### src/hw/eivs_pkg.sv
// Constants, register map and carrier types for the external interrupt
// front end and vector table select. Assumes a byte-wide register port.
// Notes on behaviour
// - Select bit picks flash start or boot
// - Mask interrupts during unlock window and after
// - Global enable bit untouched by auto masking
// - Unlock clears after four cycles or select
// - Boot lock bits block cross-section interrupts
// - Pins trigger even when driven as outputs
// - Three pin-change banks, per-pin masks
// - Pin-change detect works without I/O clock; here it compares synchronised samples on clk
// - Level mode requests while pin stays low
// - Edge detection needs running clock
// - Low-level detection is asynchronous; here the pin passes the two-stage synchroniser on clk
// - Level must persist through wake start-up
// - Global enable and own mask both needed
// - Pins sampled before edge detection
// - Pin B sense in bits three, two
// - Pin A sense in bits one, zero
// - Unused sense and mask bits read zero
// - Mask bit one pin B, zero pin A
// - Flags set on event, clear on ack/one
// - Group enable gates bank, pin masks select
package eivs_pkg;
   localparam logic [7:0] EIVS_ADDR_MASK    = 8'h3D;
   localparam logic [7:0] EIVS_ADDR_CPUCTL  = 8'h55;
   localparam logic [7:0] EIVS_ADDR_SENSE   = 8'h69;
   localparam logic [7:0] EIVS_ADDR_GRP_EN  = 8'h68;
   localparam logic [7:0] EIVS_ADDR_MSK_LO  = 8'h6B;
   localparam logic [7:0] EIVS_ADDR_MSK_MID = 8'h6C;
   localparam logic [7:0] EIVS_ADDR_MSK_HI  = 8'h6D;
   localparam logic [7:0] EIVS_ADDR_EXT_FLG = 8'h3C;
   localparam logic [7:0] EIVS_ADDR_PC_FLG  = 8'h3B;
   localparam int         EIVS_SEL_BIT      = 1;
   localparam int         EIVS_UNLOCK_BIT   = 0;
   localparam logic [7:0] EIVS_RESET_VAL    = 8'h00;
   localparam logic [2:0] EIVS_UNLOCK_CYC   = 3'h4;
   localparam logic [2:0] EIVS_POST_CYC     = 3'h2;
   localparam logic [1:0] EIVS_SNS_LOW      = 2'h0;
   localparam logic [1:0] EIVS_SNS_ANY      = 2'h1;
   localparam logic [1:0] EIVS_SNS_FALL     = 2'h2;
   localparam logic [1:0] EIVS_SNS_RISE     = 2'h3;

   typedef struct packed {
      logic [7:0] addr;
      logic [7:0] wdata;
      logic       wr;
      logic       rd;
   } eivs_bus_t;

   typedef struct packed {
      logic [1:0] ext_ack;
      logic [2:0] pc_ack;
      logic       global_enable;
      logic       exec_in_boot;
      logic       app_side_boot_lock;
      logic       boot_side_boot_lock;
   } eivs_cpu_t;
endpackage : eivs_pkg

### src/hw/eivs_sync.sv
// Two-stage synchroniser for a vector of asynchronous levels.
// Assumes inputs may change at any time relative to clk.
`timescale 1ns/1ns
`default_nettype none
module eivs_sync #(parameter int W = 26) (
   input  wire logic         clk,
   input  wire logic         rst_n,
   input  wire logic [W-1:0] d,
   output logic      [W-1:0] q
);
   import eivs_pkg::*;
   typedef struct packed {
      logic [W-1:0] s1;
      logic [W-1:0] s2;
   } eivs_sync_st_t;
   eivs_sync_st_t st;
   eivs_sync_st_t next_st;

   always_comb begin
      next_st.s1 = d;
      next_st.s2 = st.s1;
   end

   always_ff @(posedge clk or negedge rst_n) begin
      if (!rst_n) begin
         st <= '0;
      end else begin
         st <= next_st;
      end
   end

   assign q = st.s2;
endmodule : eivs_sync
`default_nettype wire

### src/hw/eivs_top.sv
// External interrupt front end with vector table select sequence.
// Pins are asynchronous; CPU acks and status arrive synchronous to clk.
//
// The implementer's own choice: the plain strobed port.
`timescale 1ns/1ns
`default_nettype none
module eivs_top (
   input  wire logic                clk,
   input  wire logic                rst_n,
   input  wire eivs_pkg::eivs_bus_t bus,
   input  wire eivs_pkg::eivs_cpu_t cpu,
   input  wire logic [1:0]          ext_irq_pins,
   input  wire logic [23:0]         pin_change_inputs,
   output logic [7:0]               rdata,
   output logic [4:0]               irq_req,
   output logic                     irq_block,
   output logic                     vector_table_select,
   output logic                     wake
);
   import eivs_pkg::*;

   typedef struct packed {
      logic [1:0]  ext_mask;
      logic [3:0]  sense;
      logic [2:0]  grp_en;
      logic [7:0]  msk_lo;
      logic [6:0]  msk_mid;
      logic [7:0]  msk_hi;
      logic [1:0]  ext_flag;
      logic [2:0]  pc_flag;
      logic        sel;
      logic        unlock;
      logic [2:0]  unlock_cnt;
      logic [2:0]  post_cnt;
      logic [1:0]  ext_prev;
      logic [23:0] pc_prev;
      logic        primed;
      logic [7:0]  rdata;
      logic [4:0]  irq_req;
      logic        irq_block;
      logic        wake;
   } eivs_st_t;

   eivs_st_t    st;
   eivs_st_t    next_st;
   logic [25:0] synced;
   logic [1:0]  ext_s;
   logic [23:0] pc_s;
   logic [1:0]  ext_evt;
   logic [2:0]  pc_evt;
   logic [1:0]  ext_level;
   logic [23:0] pc_en_vec;
   logic [23:0] pc_toggle;
   logic        auto_mask;
   logic        lock_block;

   // Pins and level lines through the synchroniser
   eivs_sync #(.W(26)) u_sync (
      .clk   (clk),
      .rst_n (rst_n),
      .d     ({ext_irq_pins, pin_change_inputs}),
      .q     (synced)
   );
   assign ext_s = synced[25:24];
   assign pc_s  = synced[23:0];

   function automatic logic edge_hit(input logic [1:0] mode, input logic cur,
                                     input logic prev);
      case (mode)
         EIVS_SNS_ANY:  edge_hit = cur ^ prev;
         EIVS_SNS_FALL: edge_hit = prev & ~cur;
         EIVS_SNS_RISE: edge_hit = cur & ~prev;
         default:       edge_hit = 1'b0;
      endcase
   endfunction : edge_hit

   function automatic logic [7:0] reg_read(input eivs_st_t s, input logic [7:0] a);
      case (a)
         EIVS_ADDR_MASK:    reg_read = {6'h00, s.ext_mask};
         EIVS_ADDR_CPUCTL:  reg_read = {6'h00, s.sel, s.unlock};
         EIVS_ADDR_SENSE:   reg_read = {4'h0, s.sense};
         EIVS_ADDR_GRP_EN:  reg_read = {5'h00, s.grp_en};
         EIVS_ADDR_MSK_LO:  reg_read = s.msk_lo;
         EIVS_ADDR_MSK_MID: reg_read = {1'b0, s.msk_mid};
         EIVS_ADDR_MSK_HI:  reg_read = s.msk_hi;
         EIVS_ADDR_EXT_FLG: reg_read = {6'h00, s.ext_flag};
         EIVS_ADDR_PC_FLG:  reg_read = {5'h00, s.pc_flag};
         default:           reg_read = 8'h00;
      endcase
   endfunction : reg_read

   // Pin inputs are observed regardless of pin direction
   always_comb begin
      for (int i = 0; i < 2; i++) begin
         ext_level[i] = st.sense[2*i +: 2] == EIVS_SNS_LOW;
         ext_evt[i]   = st.primed && !ext_level[i]
                        && edge_hit(st.sense[2*i +: 2], ext_s[i], st.ext_prev[i]);
      end
   end

   assign pc_en_vec = {st.msk_hi, 1'b0, st.msk_mid, st.msk_lo};
   assign pc_toggle = st.primed ? ((pc_s ^ st.pc_prev) & pc_en_vec) : 24'h000000;

   always_comb begin
      pc_evt[2] = |pc_toggle[23:16];
      pc_evt[1] = |pc_toggle[14:8];
      pc_evt[0] = |pc_toggle[7:0];
   end

   assign auto_mask = st.unlock || (st.post_cnt != 3'h0);
   assign lock_block = (st.sel && cpu.app_side_boot_lock && !cpu.exec_in_boot)
                       || (!st.sel && cpu.boot_side_boot_lock && cpu.exec_in_boot);

   always_comb begin
      next_st = st;
      next_st.ext_prev = ext_s;
      next_st.pc_prev  = pc_s;
      next_st.primed   = 1'b1;

      // Unlock window countdown
      if (st.unlock) begin
         if (st.unlock_cnt <= 3'h1) begin
            next_st.unlock = 1'b0;
            next_st.unlock_cnt = 3'h0;
         end else begin
            next_st.unlock_cnt = st.unlock_cnt - 3'h1;
         end
      end
      if (st.post_cnt != 3'h0) begin
         next_st.post_cnt = st.post_cnt - 3'h1;
      end

      // Flags: acks and write-one clears first, events win after
      if (bus.wr && bus.addr == EIVS_ADDR_EXT_FLG) begin
         next_st.ext_flag = st.ext_flag & ~bus.wdata[1:0];
      end
      if (bus.wr && bus.addr == EIVS_ADDR_PC_FLG) begin
         next_st.pc_flag = st.pc_flag & ~bus.wdata[2:0];
      end
      next_st.ext_flag = (next_st.ext_flag & ~cpu.ext_ack) | ext_evt;
      next_st.pc_flag  = (next_st.pc_flag & ~cpu.pc_ack) | pc_evt;

      if (bus.wr) begin
         case (bus.addr)
            EIVS_ADDR_MASK:    next_st.ext_mask = bus.wdata[1:0];
            EIVS_ADDR_SENSE:   next_st.sense = bus.wdata[3:0];
            EIVS_ADDR_GRP_EN:  next_st.grp_en = bus.wdata[2:0];
            EIVS_ADDR_MSK_LO:  next_st.msk_lo = bus.wdata;
            EIVS_ADDR_MSK_MID: next_st.msk_mid = bus.wdata[6:0];
            EIVS_ADDR_MSK_HI:  next_st.msk_hi = bus.wdata;
            EIVS_ADDR_CPUCTL: begin
               if (bus.wdata[EIVS_UNLOCK_BIT]) begin
                  next_st.unlock     = 1'b1;
                  next_st.unlock_cnt = EIVS_UNLOCK_CYC;
               end else if (st.unlock) begin
                  next_st.sel        = bus.wdata[EIVS_SEL_BIT];
                  next_st.unlock     = 1'b0;
                  next_st.unlock_cnt = 3'h0;
                  next_st.post_cnt   = EIVS_POST_CYC;
               end
            end
            default: begin
            end
         endcase
      end

      // Level mode keeps its flag clear
      for (int i = 0; i < 2; i++) begin
         if (next_st.sense[2*i +: 2] == EIVS_SNS_LOW) begin
            next_st.ext_flag[i] = 1'b0;
         end
      end

      next_st.rdata = bus.rd ? reg_read(st, bus.addr) : 8'h00;
      for (int i = 0; i < 2; i++) begin
         next_st.irq_req[i] = cpu.global_enable && st.ext_mask[i]
                              && (ext_level[i] ? !ext_s[i] : st.ext_flag[i]);
      end
      for (int g = 0; g < 3; g++) begin
         next_st.irq_req[2+g] = cpu.global_enable && st.grp_en[g] && st.pc_flag[g];
      end
      next_st.irq_block = auto_mask || lock_block;
      // Wake on a masked-in low level while it lasts, or any pin change enabled in the pin masks; wake drops once the level leaves
      next_st.wake = |({ext_level & ~ext_s & st.ext_mask} ) || (|pc_toggle);
   end

   always_ff @(posedge clk or negedge rst_n) begin
      if (!rst_n) begin
         st <= '0;
      end else begin
         st <= next_st;
      end
   end

   assign rdata               = st.rdata;
   assign irq_req             = st.irq_req;
   assign irq_block           = st.irq_block;
   assign vector_table_select = st.sel;
   assign wake                = st.wake;
endmodule : eivs_top
`default_nettype wire

### config.mk
export PLATFORM = sky130hd
export DESIGN_NAME = eivs_top
export DESIGN_NICKNAME = d
export VERILOG_FILES = /design/src/hw/eivs_pkg.sv /design/src/hw/eivs_sync.sv /design/src/hw/eivs_top.sv
export SDC_FILE = /design/constraint.sdc
export NUM_CORES = 1
export LEC_CHECK = 0
export BUFFER_PORTS_ARGS = -buffer_cell sky130_fd_sc_hd__clkbuf_2
export CAP_MARGIN = 10
export CORE_ASPECT_RATIO = 1.1
export CORE_MARGIN = 4
export CORE_UTILIZATION = 52
export CTS_CLUSTER_DIAMETER = 80
export DETAILED_ROUTE_END_ITERATION = 8
export GPL_TIMING_DRIVEN = 0
export PLACE_DENSITY = 0.79
export SLEW_MARGIN = 40
export SYNTH_ARGS = -nofsm -noshare
export SYNTH_HDL_FRONTEND = slang
export SYNTH_SLANG_ARGS = --single-unit
### constraint.sdc
create_clock -name clk -period 1.5 [get_ports clk]
set_input_delay 0.225 -clock clk [delete_from_list [all_inputs] [get_ports clk]]
set_output_delay 0.225 -clock clk [all_outputs]
set_load 0.03 [all_outputs]
======== After elaboration in Yosys (flattened, before gate mapping) ========
Index checks and enable logic that the tools add are counted.
operators by class
  $add $sub $neg .......................... 2
  $lt $le $gt $ge ......................... 1
  equal/unequal tests ..................... 15
  mux-type cells .......................... 26
  bitwise operators ....................... 26
  reduce and logical (&&, ||, !) cells .... 46
operator list
  kind                                           number
  one-hot mux 8 bit (9 select lines)             1
  == test 8 x 7 -> 1 bit, second input constant  6
  2-to-1 mux 30 bit                              1
  2-to-1 mux 7 bit                               4
  bitwise AND 24 bit                             1
  == test 8 x 6 -> 1 bit, second input constant  3
  2-to-1 mux 24 bit                              1
  2-to-1 mux 8 bit                               3
  OR reduction 24 bit                            1
  XOR 24 bit                                     1
  logical AND 1 bit                              20
  OR reduction 8 bit                             2
  2-to-1 mux 3 bit                               5
  2-to-1 mux 4 bit                               3
  AND reduction 2 bit                            5
  bitwise AND 2 bit                              4
  == test 2 bit, second input constant           4
  logical NOT 2 bit                              4
  OR reduction 7 bit                             1
  bitwise AND 3 bit                              2
  logical NOT 1 bit                              6
  inverter 2 bit                                 3
  inverter 3 bit                                 2
  one-hot mux 1 bit (3 select lines)             2
  other kinds (14)                               31
storage, ports and cells
  bits in registers ....................... 139
  bits of input ports ..................... 55
  output and inout bits ................... 16
  logic and storage cells ................. 137

======== Logic depth before layout (Yosys ltp) ========
Gate-level depths: netlist of the first run.
  depth after elaboration ................. 7
  gate-level depth with buffers ........... 7
  mapped depth without buffers ............ 6

======== Cells and area by module ========
From an unflattened synthesis of the first run, not the netlist that was laid out.
second synthesis, totals
  cell total of the unflattened synthesis .. 389
  area total of the unflattened synthesis .. 5373.9 sq um
modules (own cells, without submodules)
  module     instances  cells each  area each (sq um)  sequential area each (sq um)
  eivs_top   1          337         4072.7             2152.1
  eivs_sync  1          52          1301.2             1301.2

======== Least setup slack after synthesis of the first run ========
Ideal clock, no wire load.
  path kind ............................... flip-flop to flip-flop
  start ................................... register st[26] (netlist bit)
  end ..................................... register st (netlist bit wake)
  setup time .............................. 139 ps
  data arrival time ....................... 1438 ps
  data required time ...................... 1361 ps
  setup slack ............................. -77 ps
  stages on the path, launching flop included .. 5
  buffers on the path ..................... 0
  period minus slack after synthesis ...... 1577 ps
  cells stage by stage .................... dfrtp_1 xor2_1 a222oi_1 a31oi_1 or4_1
RTL lines
  item                    line             text
  from (decl)             eivs_top.sv:44   eivs_st_t st;
  from (signal assigned)  eivs_top.sv:191  st <= next_st;

==> summary.txt, run 1 <==
Route
  – Via-to-Cell Ratio: 5.34
  – Drt pass-1 iters: 5
  – Initial DRC Count: 176
  – Vias: 3671
  – Drt drc: 0
  – Wirelength per Cell: 16.5 um
  – DRT Wirelength: 11.3 mm
  – Post-route ant nets: 0

Power
  – Total power: 8950 uW
  – Pleak: 0.00327 uW
  – Pwr Density: 1290 nW/um^2
  – Maximum vdd ir drop: 783 uV

Clock network
  – Clock slew at reported path FFs: 0.06 ns
  – # clock sinks: 136
  – Clock root cell: clkbuf_16
  – Clock Path Buffers: 2
  – Clock latency at the later pin of the worst-skew pair: 0.41 ns
  – Htree depth: 4
  – Number of CTS-inserted buffers: 17
  – CTS tree: done

Timing
  – Fin crit share: 110%
  – Fin worst setup slack: -0.146 ns
  – Endpoints failing hold: 0
  – # setup viols final: 1
  – Period minus WS final: 1.65 ns
  – Skew final: 0.00530 ns
  – RSZ-0062 raised after global routing: true
  – Final Max Slew Viols: 0
  – Least-Margin Pin Slew: 0.626 ns
  – Relative slew margins: 58.0%
  – Fmax: 0.608 GHz

Die
  – CORE AREA: 10300 sq um
  – Die Y-Extent: 116 um
  – Row count: 39
  – Die width: 106 um
  – Initial Utilization: 52.8%
  – Die ar.: 12200 sq um
  – IO Pins: 71

Place
  – Routability cong.: 0.896
  – Placed instance area: 6010 sq um
  – Detail Placement HPWL: 7.62 mm
  – I/O Buffers: 66

Synthesis
  – Mean Syn Cell Area: 13.2 sq um
  – Synth cell types: 59
  – Post-Synthesis Cells: 414
  – Main synth FF type: dfrtp_1
  – Post-synth EDFFs: 0
  – Cell Area, Synth: 5470 sq um
  – Post-synthesis register bit count: 136
  – Seq/Total Area, Yosys: 62.3%
  – Ys async rst share: 100%
  – Number of synthesis warnings: 0
  – Syn_nets: 478

Finish
  – Layout Nets: 595
  – Final Instance Area: 6960 sq um
  – Fraction of layout cells with a size suffix above 1: 33.8%
  – # diodes: 0
  – # fillers: 728
  – Area grow syn2layout: 27.3%

GRT
  – Largest net degree at the start of global routing: 76
  – Gr usage total: 19.8%
  – GR Overflow Total: 0
  – First-pass GRT wire length: 18.4 mm
  – Number of global-route vias before repair: 3730
  – Initial antenna violation count: 0

Min path
  – Worst min path class: input port to flop

Run status
  – Status: finished, violations left
  – Failing checks: negative setup slack

Setup path
  – Worst reg-to-reg setup slack: -0.15 ns
  – WP data arrival: 1.91 ns
  – Setup crit end kind: flop
  – Type of origin of the critical path: flop
  – Critical path class: flop to flop
  – CP required: 1.77 ns
  – Critical path fanouts, max: 2

Run
  – Max_cap viols: 0
## final timing paths
kind	to	start	cells after the start
worst max-delay path	wake	u_sync.q[3]	4
worst min-delay path	pc_en_vec[7]	bus[9]	2
worst max register to register	wake	u_sync.q[3]	4
worst min register to register	u_sync.q[3]	u_sync.next_st[3]	0
max in group asynchronous	st[37]	rst_n	3
min in group asynchronous	u_sync.q[3]	rst_n	2
## layout make-up
cell class / instances / area [sq um] / share of cell area [%]
Timing Repair Buffer: 98 / 664 / 9.55
Multi-Input combinational cell: 229 / 1870 / 26.9
Sequential cell: 136 / 3400 / 48.9
Inverter: 22 / 82.6 / 1.19
Clock buffer: 18 / 429 / 6.17
Buffer: 27 / 178 / 2.55
Clock inverter: 14 / 150 / 2.16
Tap cell: 143 / 179 / 2.57
## through the flow
step	util [%]	hold WS (ns)	setup WS, ns	TNS [ns]	instances
finish	67.2	0.0902	-0.146	-0.146	687
global placement	57.8	0.331	-1.75	-245.72	623
floorplan	-	-0.0706	0.00584	0	414
CTS	66.8	0.0789	-0.120	-0.120	685
global route	67.2	0.0801	-0.230	-0.265	687
detailed placement	58.1	0.238	-0.321	-9.36	624
## cell usage in the layout, fill, tap and decap left out, types with 3 or more instances in the layout
cell type and instances:
dfrtp_1 136, clkbuf_2 65, mux2_2 34, dlygate4sd3_1 26, xor2_1 24, inv_1 21
buf_4 21, nand2_1 20, clkbuf_16 17, nor2_1 12, a22oi_1 12, o21ai_0 9
ha_1 9, nor4_1 8, buf_2 7, nor3_1 7, nand3_1 7, and3_1 6
nand3b_1 6, mux2i_1 6, clkinvlp_4 6, nand2b_1 5, a32oi_1 5, and3b_1 3
clkbuf_1 3, or4_1 3, a22oi_2 3
## registers in the layout, indices dropped and copies added (netlist names)
register             count
vector_table_select      1
st                      47
u_sync.q                25
irq_req                  5
u_sync.next_st          25
pc_en_vec               23
irq_block                1
rdata                    8
wake                     1
## repair_timing
action,in CTS,in global routing
pin swaps,6,7
setup endpoints to repair,2,5
setup buffers,3,2
hold endpoints to repair,86,0
hold buffers,26,0
resized for setup,8,7
## critical path, stage by stage, from the launching register on
cell	delay [ns]
dfrtp_1	0.39
xor2_1	0.15
a22oi_1	0.23
a41oi_2	0.19
or4_1	0.55
## cells by family (layout without fill, tap and decap cells)
| group | Yosys count | after routing | synth area share [%] |
|---|---|---|---|
| compound gates | 59 | 59 | 8.36 |
| xor+xnor | 24 | 24 | 3.85 |
| fa+ha+maj | 9 | 9 | 2.06 |
| buf+inv | 49 | 179 | 4.72 |
| flops | 136 | 136 | 62.3 |
| mux | 40 | 40 | 8.10 |
| other cells | 1 | 1 | 0.0686 |
| simple gates | 96 | 96 | 10.6 |
## synthesized netlist by cell type, types with 5 or more instances
cell type  count  share of area, %
and3_1         6              0.69
mux2i_1        6               1.1
buf_2          8              0.73
buf_4         15               2.1
xor2_1        24               3.8
nand2b_1       5              0.57
nor4_1         8              0.92
mux2_2        34               7.0
nor2_1        12              0.82
nand3_1        7              0.64
a22oi_1       15               2.1
ha_1           9               2.1
inv_1         22               1.5
nand3b_1       6              0.82
nor3_1         8              0.73
nand2_1       20               1.4
o21ai_0       10              0.92
dfrtp_1      136                62
a32oi_1        5              0.80
## power breakdown
part	total, uW	internal, uW	leakage [uW]	switching (uW)
registers	4070	3920	0.00168	153
clock network	3990	2450	0.000265	1540
logic	888	410	0.00132	478
total	8950	6780	0.00327	2180
## layer usage
| metal | track usage [%] | up-vias | share of wire, % |
|---|---|---|---|
| met3 | 5.68 | 22 | 6.7 |
| met4 | 7.43 | 0 | 1.9 |
| met1 | 24.1 | 1804 | 41 |
| met5 | 0 | - | 0 |
| met2 | 33.8 | 143 | 50 |
| li1 | - | 1702 | - |
(Power assumes the default switching activity.)
==> run 2: changes to the inputs <==
--- a/config.mk
+++ b/config.mk
@@ -7,13 +7,15 @@
 export LEC_CHECK = 0
 export BUFFER_PORTS_ARGS = -buffer_cell sky130_fd_sc_hd__clkbuf_2
 export CAP_MARGIN = 10
+export CELL_PAD_IN_SITES_DETAIL_PLACEMENT = 1
+export CELL_PAD_IN_SITES_GLOBAL_PLACEMENT = 1
 export CORE_ASPECT_RATIO = 1.1
 export CORE_MARGIN = 4
-export CORE_UTILIZATION = 52
+export CORE_UTILIZATION = 42
 export CTS_CLUSTER_DIAMETER = 80
 export DETAILED_ROUTE_END_ITERATION = 8
 export GPL_TIMING_DRIVEN = 0
-export PLACE_DENSITY = 0.79
+export PLACE_DENSITY = 0.78
 export SLEW_MARGIN = 40
 export SYNTH_ARGS = -nofsm -noshare
 export SYNTH_HDL_FRONTEND = slang
==> summary.txt, run 2 (same netlist as run 1, synthesis figures left out) <==
Run status
  – Status: finished, violations left
  – Failing checks: negative setup slack

Setup path
  – CP Launch Point: u_sync.q[10]
  – Number of cells on the critical path: 4
  – Reg2reg start: u_sync.q[10]
  – CP endpoint: wake
  – Reg2reg end: wake
  – Worst path bufs/invs: 0
  – Crit-path slowest cell: or4_1
  – Reg2reg path depth: 4
  – Type of origin of the critical path: flop
  – Worst reg-to-reg setup slack: -0.16 ns
  – Critical path class: flop to flop
  – CP Cell Sequence: xor2_1 > a222oi_1 > a31oi_1 > or4_1
  – Cell family with most CP delay: compound AO/OA/AOI/OAI gates
  – CP required: 1.77 ns
  – Setup crit end kind: flop
  – Critical path fanouts, max: 2
  – Largest stage delay, worst path: 0.45 ns
  – WP data arrival: 1.93 ns

Place
  – I/O Buffers: 66
  – Detail Placement HPWL: 9.03 mm
  – Routability cong.: 0.848
  – Placed instance area: 6030 sq um

Die
  – Die Y-Extent: 128 um
  – Die ar.: 14900 sq um
  – CORE AREA: 12700 sq um
  – Row count: 43
  – IO Pins: 71
  – Die width: 117 um
  – Initial Utilization: 43.0%

GRT
  – Number of global-route vias before repair: 4108
  – First-pass GRT wire length: 21.2 mm
  – Initial antenna violation count: 0
  – GR Overflow Total: 0
  – Gr usage total: 19.0%
  – Largest net degree at the start of global routing: 74

Timing
  – Fin worst setup slack: -0.160 ns
  – # setup viols final: 1
  – Period minus WS final: 1.66 ns
  – RSZ-0062 raised after global routing: true
  – Fmax: 0.602 GHz
  – Skew final: 0.00794 ns
  – Relative slew margins: 53.4%
  – Least-Margin Pin Slew: 0.699 ns
  – Final Max Slew Viols: 0
  – Endpoints failing hold: 0
  – Fin crit share: 111%

Finish
  – # fillers: 1289
  – Area grow syn2layout: 27.4%
  – Biggest register: st
  – Fraction of layout cells with a size suffix above 1: 33.8%
  – Commonest non-fill, non-tap cell in the layout: dfrtp_1
  – Most frequent cells in the layout: dfrtp_1, clkbuf_2, mux2_2, dlygate4sd3_1, xor2_1
  – Max reg flops: 47
  – Final Instance Area: 6960 sq um
  – # diodes: 0
  – Layout Nets: 592

Power
  – Pleak: 0.00327 uW
  – Pwr Density: 1310 nW/um^2
  – Maximum vdd ir drop: 754 uV
  – Total power: 9110 uW

Clock network
  – Clock root cell: clkbuf_16
  – CTS tree: done
  – # clock sinks: 136
  – Number of CTS-inserted buffers: 17
  – Clock Path Buffers: 2
  – Htree depth: 4
  – Clock latency at the later pin of the worst-skew pair: 0.42 ns
  – Clock slew at reported path FFs: 0.06 ns

Min path
  – Worst min path class: input port to flop

Route
  – Post-route ant nets: 0
  – DRT Wirelength: 13.1 mm
  – Initial DRC Count: 174
  – Via-to-Cell Ratio: 5.25
  – Wirelength per Cell: 18.7 um
  – Drt drc: 0
  – Drt pass-1 iters: 5
  – Vias: 3666

Run
  – Max_cap viols: 0
==> run 2: worst reg2reg max path, delay by kind of cell (launching register included) <==
family | cells | cell delay [ns]
AND/OR/NAND/NOR | 1 | 0.46
AO/OA/AOI/OAI | 2 | 0.53
flip-flops | 1 | 0.39
XOR/XNOR | 1 | 0.15
==> run 2: area by class of cell <==
cell class	count	area, sq um	area share, %
well taps	157	196	2.82
multi-input cells	229	1860	26.8
plain buffers	27	178	2.55
inverters	22	82.6	1.19
flip-flops and latches	136	3400	48.9
clock inverters	12	141	2.03
repair buffers	95	642	9.22
clock buffers	20	457	6.56
==> run 2: how the worst min path moves through the flow <==
stage | from | endpoint | slack [ns] | depth (start not counted)
after floorplan | rst_n | irq_block | -0.07 | 0
after detailed placement | rst_n | st[86] | 0.26 | 1
final | bus[6] | pc_en_vec[20] | 0.09 | 3
after CTS | bus[6] | pc_en_vec[20] | 0.07 | 3
after global placement | u_sync.next_st[16] | u_sync.q[16] | 0.33 | 0
after global routing | bus[7] | pc_en_vec[21] | 0.08 | 3
==> run 2: where the power goes <==
| group | leakage [uW] | internal, uW | switching [uW] |
|---|---|---|---|
| logic | 0.00130 | 405 | 500 |
| clock network | 0.000288 | 2560 | 1570 |
| registers | 0.00168 | 3920 | 160 |
| total | 0.00327 | 6880 | 2230 |
==> run 2: per-layer routing <==
| layer | share of wire, % | GRT usage (%) |
|---|---|---|
| met1 | 42 | 23.2 |
| met4 | 1.4 | 6.75 |
| met3 | 4.7 | 5.59 |
| met2 | 52 | 31.7 |
| met5 | 0 | 0 |
==> run 2: what timing repair did <==
action	4_1_cts	5_1_grt
buffers inserted	2	0
pin swaps	4	6
setup endpoints to repair	2	17
hold buffers	26	0
hold endpoints to repair	88	0
resized for setup	4	12
==> run 2: stage by stage <==
stage,setup TNS (ns),hold WS (ns),utilization (%),setup WS [ns],std cells
2_1_floorplan,0,-0.0706,-,0.00584,414
6_report,-0.160,0.0874,54.8,-0.160,698
3_3_place_gp,-263.56,0.333,47.2,-1.88,637
4_1_cts,-0.178,0.0685,54.5,-0.178,698
3_5_place_dp,-10.98,0.257,47.5,-0.357,638
5_1_grt,-0.219,0.0775,54.8,-0.219,698
==> run 3: changes to the inputs <==
--- a/config.mk
+++ b/config.mk
@@ -5,17 +5,18 @@
 export SDC_FILE = /design/constraint.sdc
 export NUM_CORES = 1
 export LEC_CHECK = 0
+export ABC_CLOCK_PERIOD_IN_PS = 1500
 export BUFFER_PORTS_ARGS = -buffer_cell sky130_fd_sc_hd__clkbuf_2
 export CAP_MARGIN = 10
 export CELL_PAD_IN_SITES_DETAIL_PLACEMENT = 1
 export CELL_PAD_IN_SITES_GLOBAL_PLACEMENT = 1
 export CORE_ASPECT_RATIO = 1.1
 export CORE_MARGIN = 4
-export CORE_UTILIZATION = 42
+export CORE_UTILIZATION = 41
 export CTS_CLUSTER_DIAMETER = 80
 export DETAILED_ROUTE_END_ITERATION = 8
 export GPL_TIMING_DRIVEN = 0
-export PLACE_DENSITY = 0.78
+export PLACE_DENSITY = 0.76
 export SLEW_MARGIN = 40
 export SYNTH_ARGS = -nofsm -noshare
 export SYNTH_HDL_FRONTEND = slang
==> summary.txt, run 3 (same netlist as run 1, synthesis figures left out) <==
Timing
  – Fin worst setup slack: -0.148 ns
  – Final Max Slew Viols: 0
  – Endpoints failing hold: 0
  – Skew final: 0.00469 ns
  – Fmax: 0.607 GHz
  – Relative slew margins: 56.7%
  – Fin crit share: 110%
  – Period minus WS final: 1.65 ns
  – Setup TNS: -0.162 ns
  – RSZ-0062 raised after global routing: true
  – Final hold slack: 0.104 ns
  – # setup viols final: 2
  – Least-Margin Pin Slew: 0.649 ns

Route
  – Drt drc: 0
  – Drt pass-1 iters: 4
  – Wirelength per Cell: 18.3 um
  – Vias: 3663
  – Post-route ant nets: 0
  – Initial DRC Count: 252
  – Via-to-Cell Ratio: 5.23
  – DRT Wirelength: 12.8 mm

Finish
  – Final Instance Area: 6950 sq um
  – Final core utilization: 54.0%
  – Post-route insts no fill: 700
  – Most frequent cells in the layout: dfrtp_1, clkbuf_2, mux2_2, dlygate4sd3_1, xor2_1
  – Multi-input combinational cell area: 1840 sq um
  – Fraction of layout cells with a size suffix above 1: 32.2%
  – Area grow syn2layout: 27.1%
  – Register area: 3400 sq um
  – Max reg flops: 47
  – Layout Nets: 594
  – Biggest register: st
  – Commonest non-fill, non-tap cell in the layout: dfrtp_1
  – # diodes: 0
  – # fillers: 1304

GRT
  – Gr usage total: 18.1%
  – First-pass GRT wire length: 21.5 mm
  – GR Overflow Total: 0
  – Number of global-route vias before repair: 4043
  – Initial antenna violation count: 0
  – Largest net degree at the start of global routing: 70

Die
  – Die width: 118 um
  – CORE AREA: 12900 sq um
  – Die ar.: 15200 sq um
  – Initial Utilization: 42.5%
  – Row count: 43
  – Die Y-Extent: 129 um
  – IO Pins: 71

Clock network
  – Clock latency at the later pin of the worst-skew pair: 0.41 ns
  – Clock slew at reported path FFs: 0.06 ns
  – Clock root cell: clkbuf_16
  – Htree depth: 4
  – Number of CTS-inserted buffers: 17
  – # clock sinks: 136
  – Clock Path Buffers: 2
  – CTS tree: done

Power
  – Pleak: 0.00328 uW
  – Pwr Density: 1310 nW/um^2
  – Design internal power: 6950 uW
  – Clk pwr share: 45.4%
  – P_sw: 2160 uW
  – Part of the power in registers: 44.7%
  – Gate power share: 9.9%
  – Switching Share: 23.8%
  – Maximum vdd ir drop: 760 uV

Setup path
  – Critical path fanouts, max: 2
  – Reg2reg path depth: 4
  – Type of origin of the critical path: flop
  – CP required: 1.77 ns
  – Setup crit end kind: flop
  – WP data arrival: 1.92 ns
  – Critical path class: flop to flop

Run status
  – Status: finished, violations left
  – Failing checks: negative setup slack

Place
  – Placed instance area: 6030 sq um
  – Placed cell count: 638
  – Routability cong.: 0.877
  – Detail Placement HPWL: 8.80 mm
  – I/O Buffers: 66

Min path
  – Worst min path class: input port to flop
  – Hold path depth: 3

Run
  – Max_cap viols: 0
==> run 3: cell types whose count changed in the layout (fill, tap and decap cells not counted), sizes merged <==
cell | previous run | this run
clkbuf | 88 | 89
inv | 26 | 23
bufinv | 2 | 3
clkinvlp | 2 | 3
buf | 28 | 30
==> run 3: area by class of cell <==
cell class / instances / share of cell area [%]
clock buffers: 21 / 6.34
flip-flops and latches: 136 / 49.0
multi-input cells: 229 / 26.5
clock inverters: 11 / 2.14
plain buffers: 27 / 2.56
repair buffers: 97 / 9.46
well taps: 157 / 2.83
inverters: 22 / 1.19
==> run 3: worst paths after layout <==
check,startpoint,endpoint,slack [ns]
setup / recovery,u_sync.q[5],wake,-0.15
hold reg to reg,u_sync.next_st[22],u_sync.q[22],0.34
min in group asynchronous,rst_n,u_sync.next_st[3],0.38
hold / removal,cpu[3],irq_req[1],0.10
max in group asynchronous,rst_n,st[44],0.39
setup reg to reg,u_sync.q[5],wake,-0.15
==> run 3: timing repair <==
action	4_1_cts	5_1_grt
buffers inserted	4	0
setup endpoints to repair	2	15
hold buffers	26	0
endpoints found under the hold margin	93	0
resized for setup	4	6
pin swaps	1	4
==> run 3: layer usage <==
metal	routed length, um	vias to the layer above	part of all wire (%)	track usage (%)
li1	-	1699	-	-
met1	5330	1873	42	21.9
met2	6790	74	53	31.5
met3	440	17	3.4	4.15
met4	257	0	2.0	7.79
met5	0	-	0	0
==> run 3: through the flow <==
step | setup slack, ns | total power (uW)
floorplan | 0.00584 | 4580
CTS | -0.169 | 9220
global route | -0.232 | 9530
global placement | -1.85 | 4860
detailed placement | -0.409 | 4960
finish | -0.148 | 9110
==> run 3: power groups by stage <==
stage / sequential [uW] / clock, uW / combinational, uW
final: 4070 / 4140 / 899
after global routing: 4100 / 4410 / 1020
after CTS: 4080 / 4240 / 907
after detailed placement: 4140 / 0 / 820
after global placement: 4120 / 0 / 746
after floorplan: 4120 / 0 / 463
==> run 3: worst max-delay path, cell delays in order (launching register included) <==
cell     delay, ns
dfrtp_1       0.39
xor2_1        0.15
a22oi_1       0.23
a41oi_1       0.18
or4_4         0.56
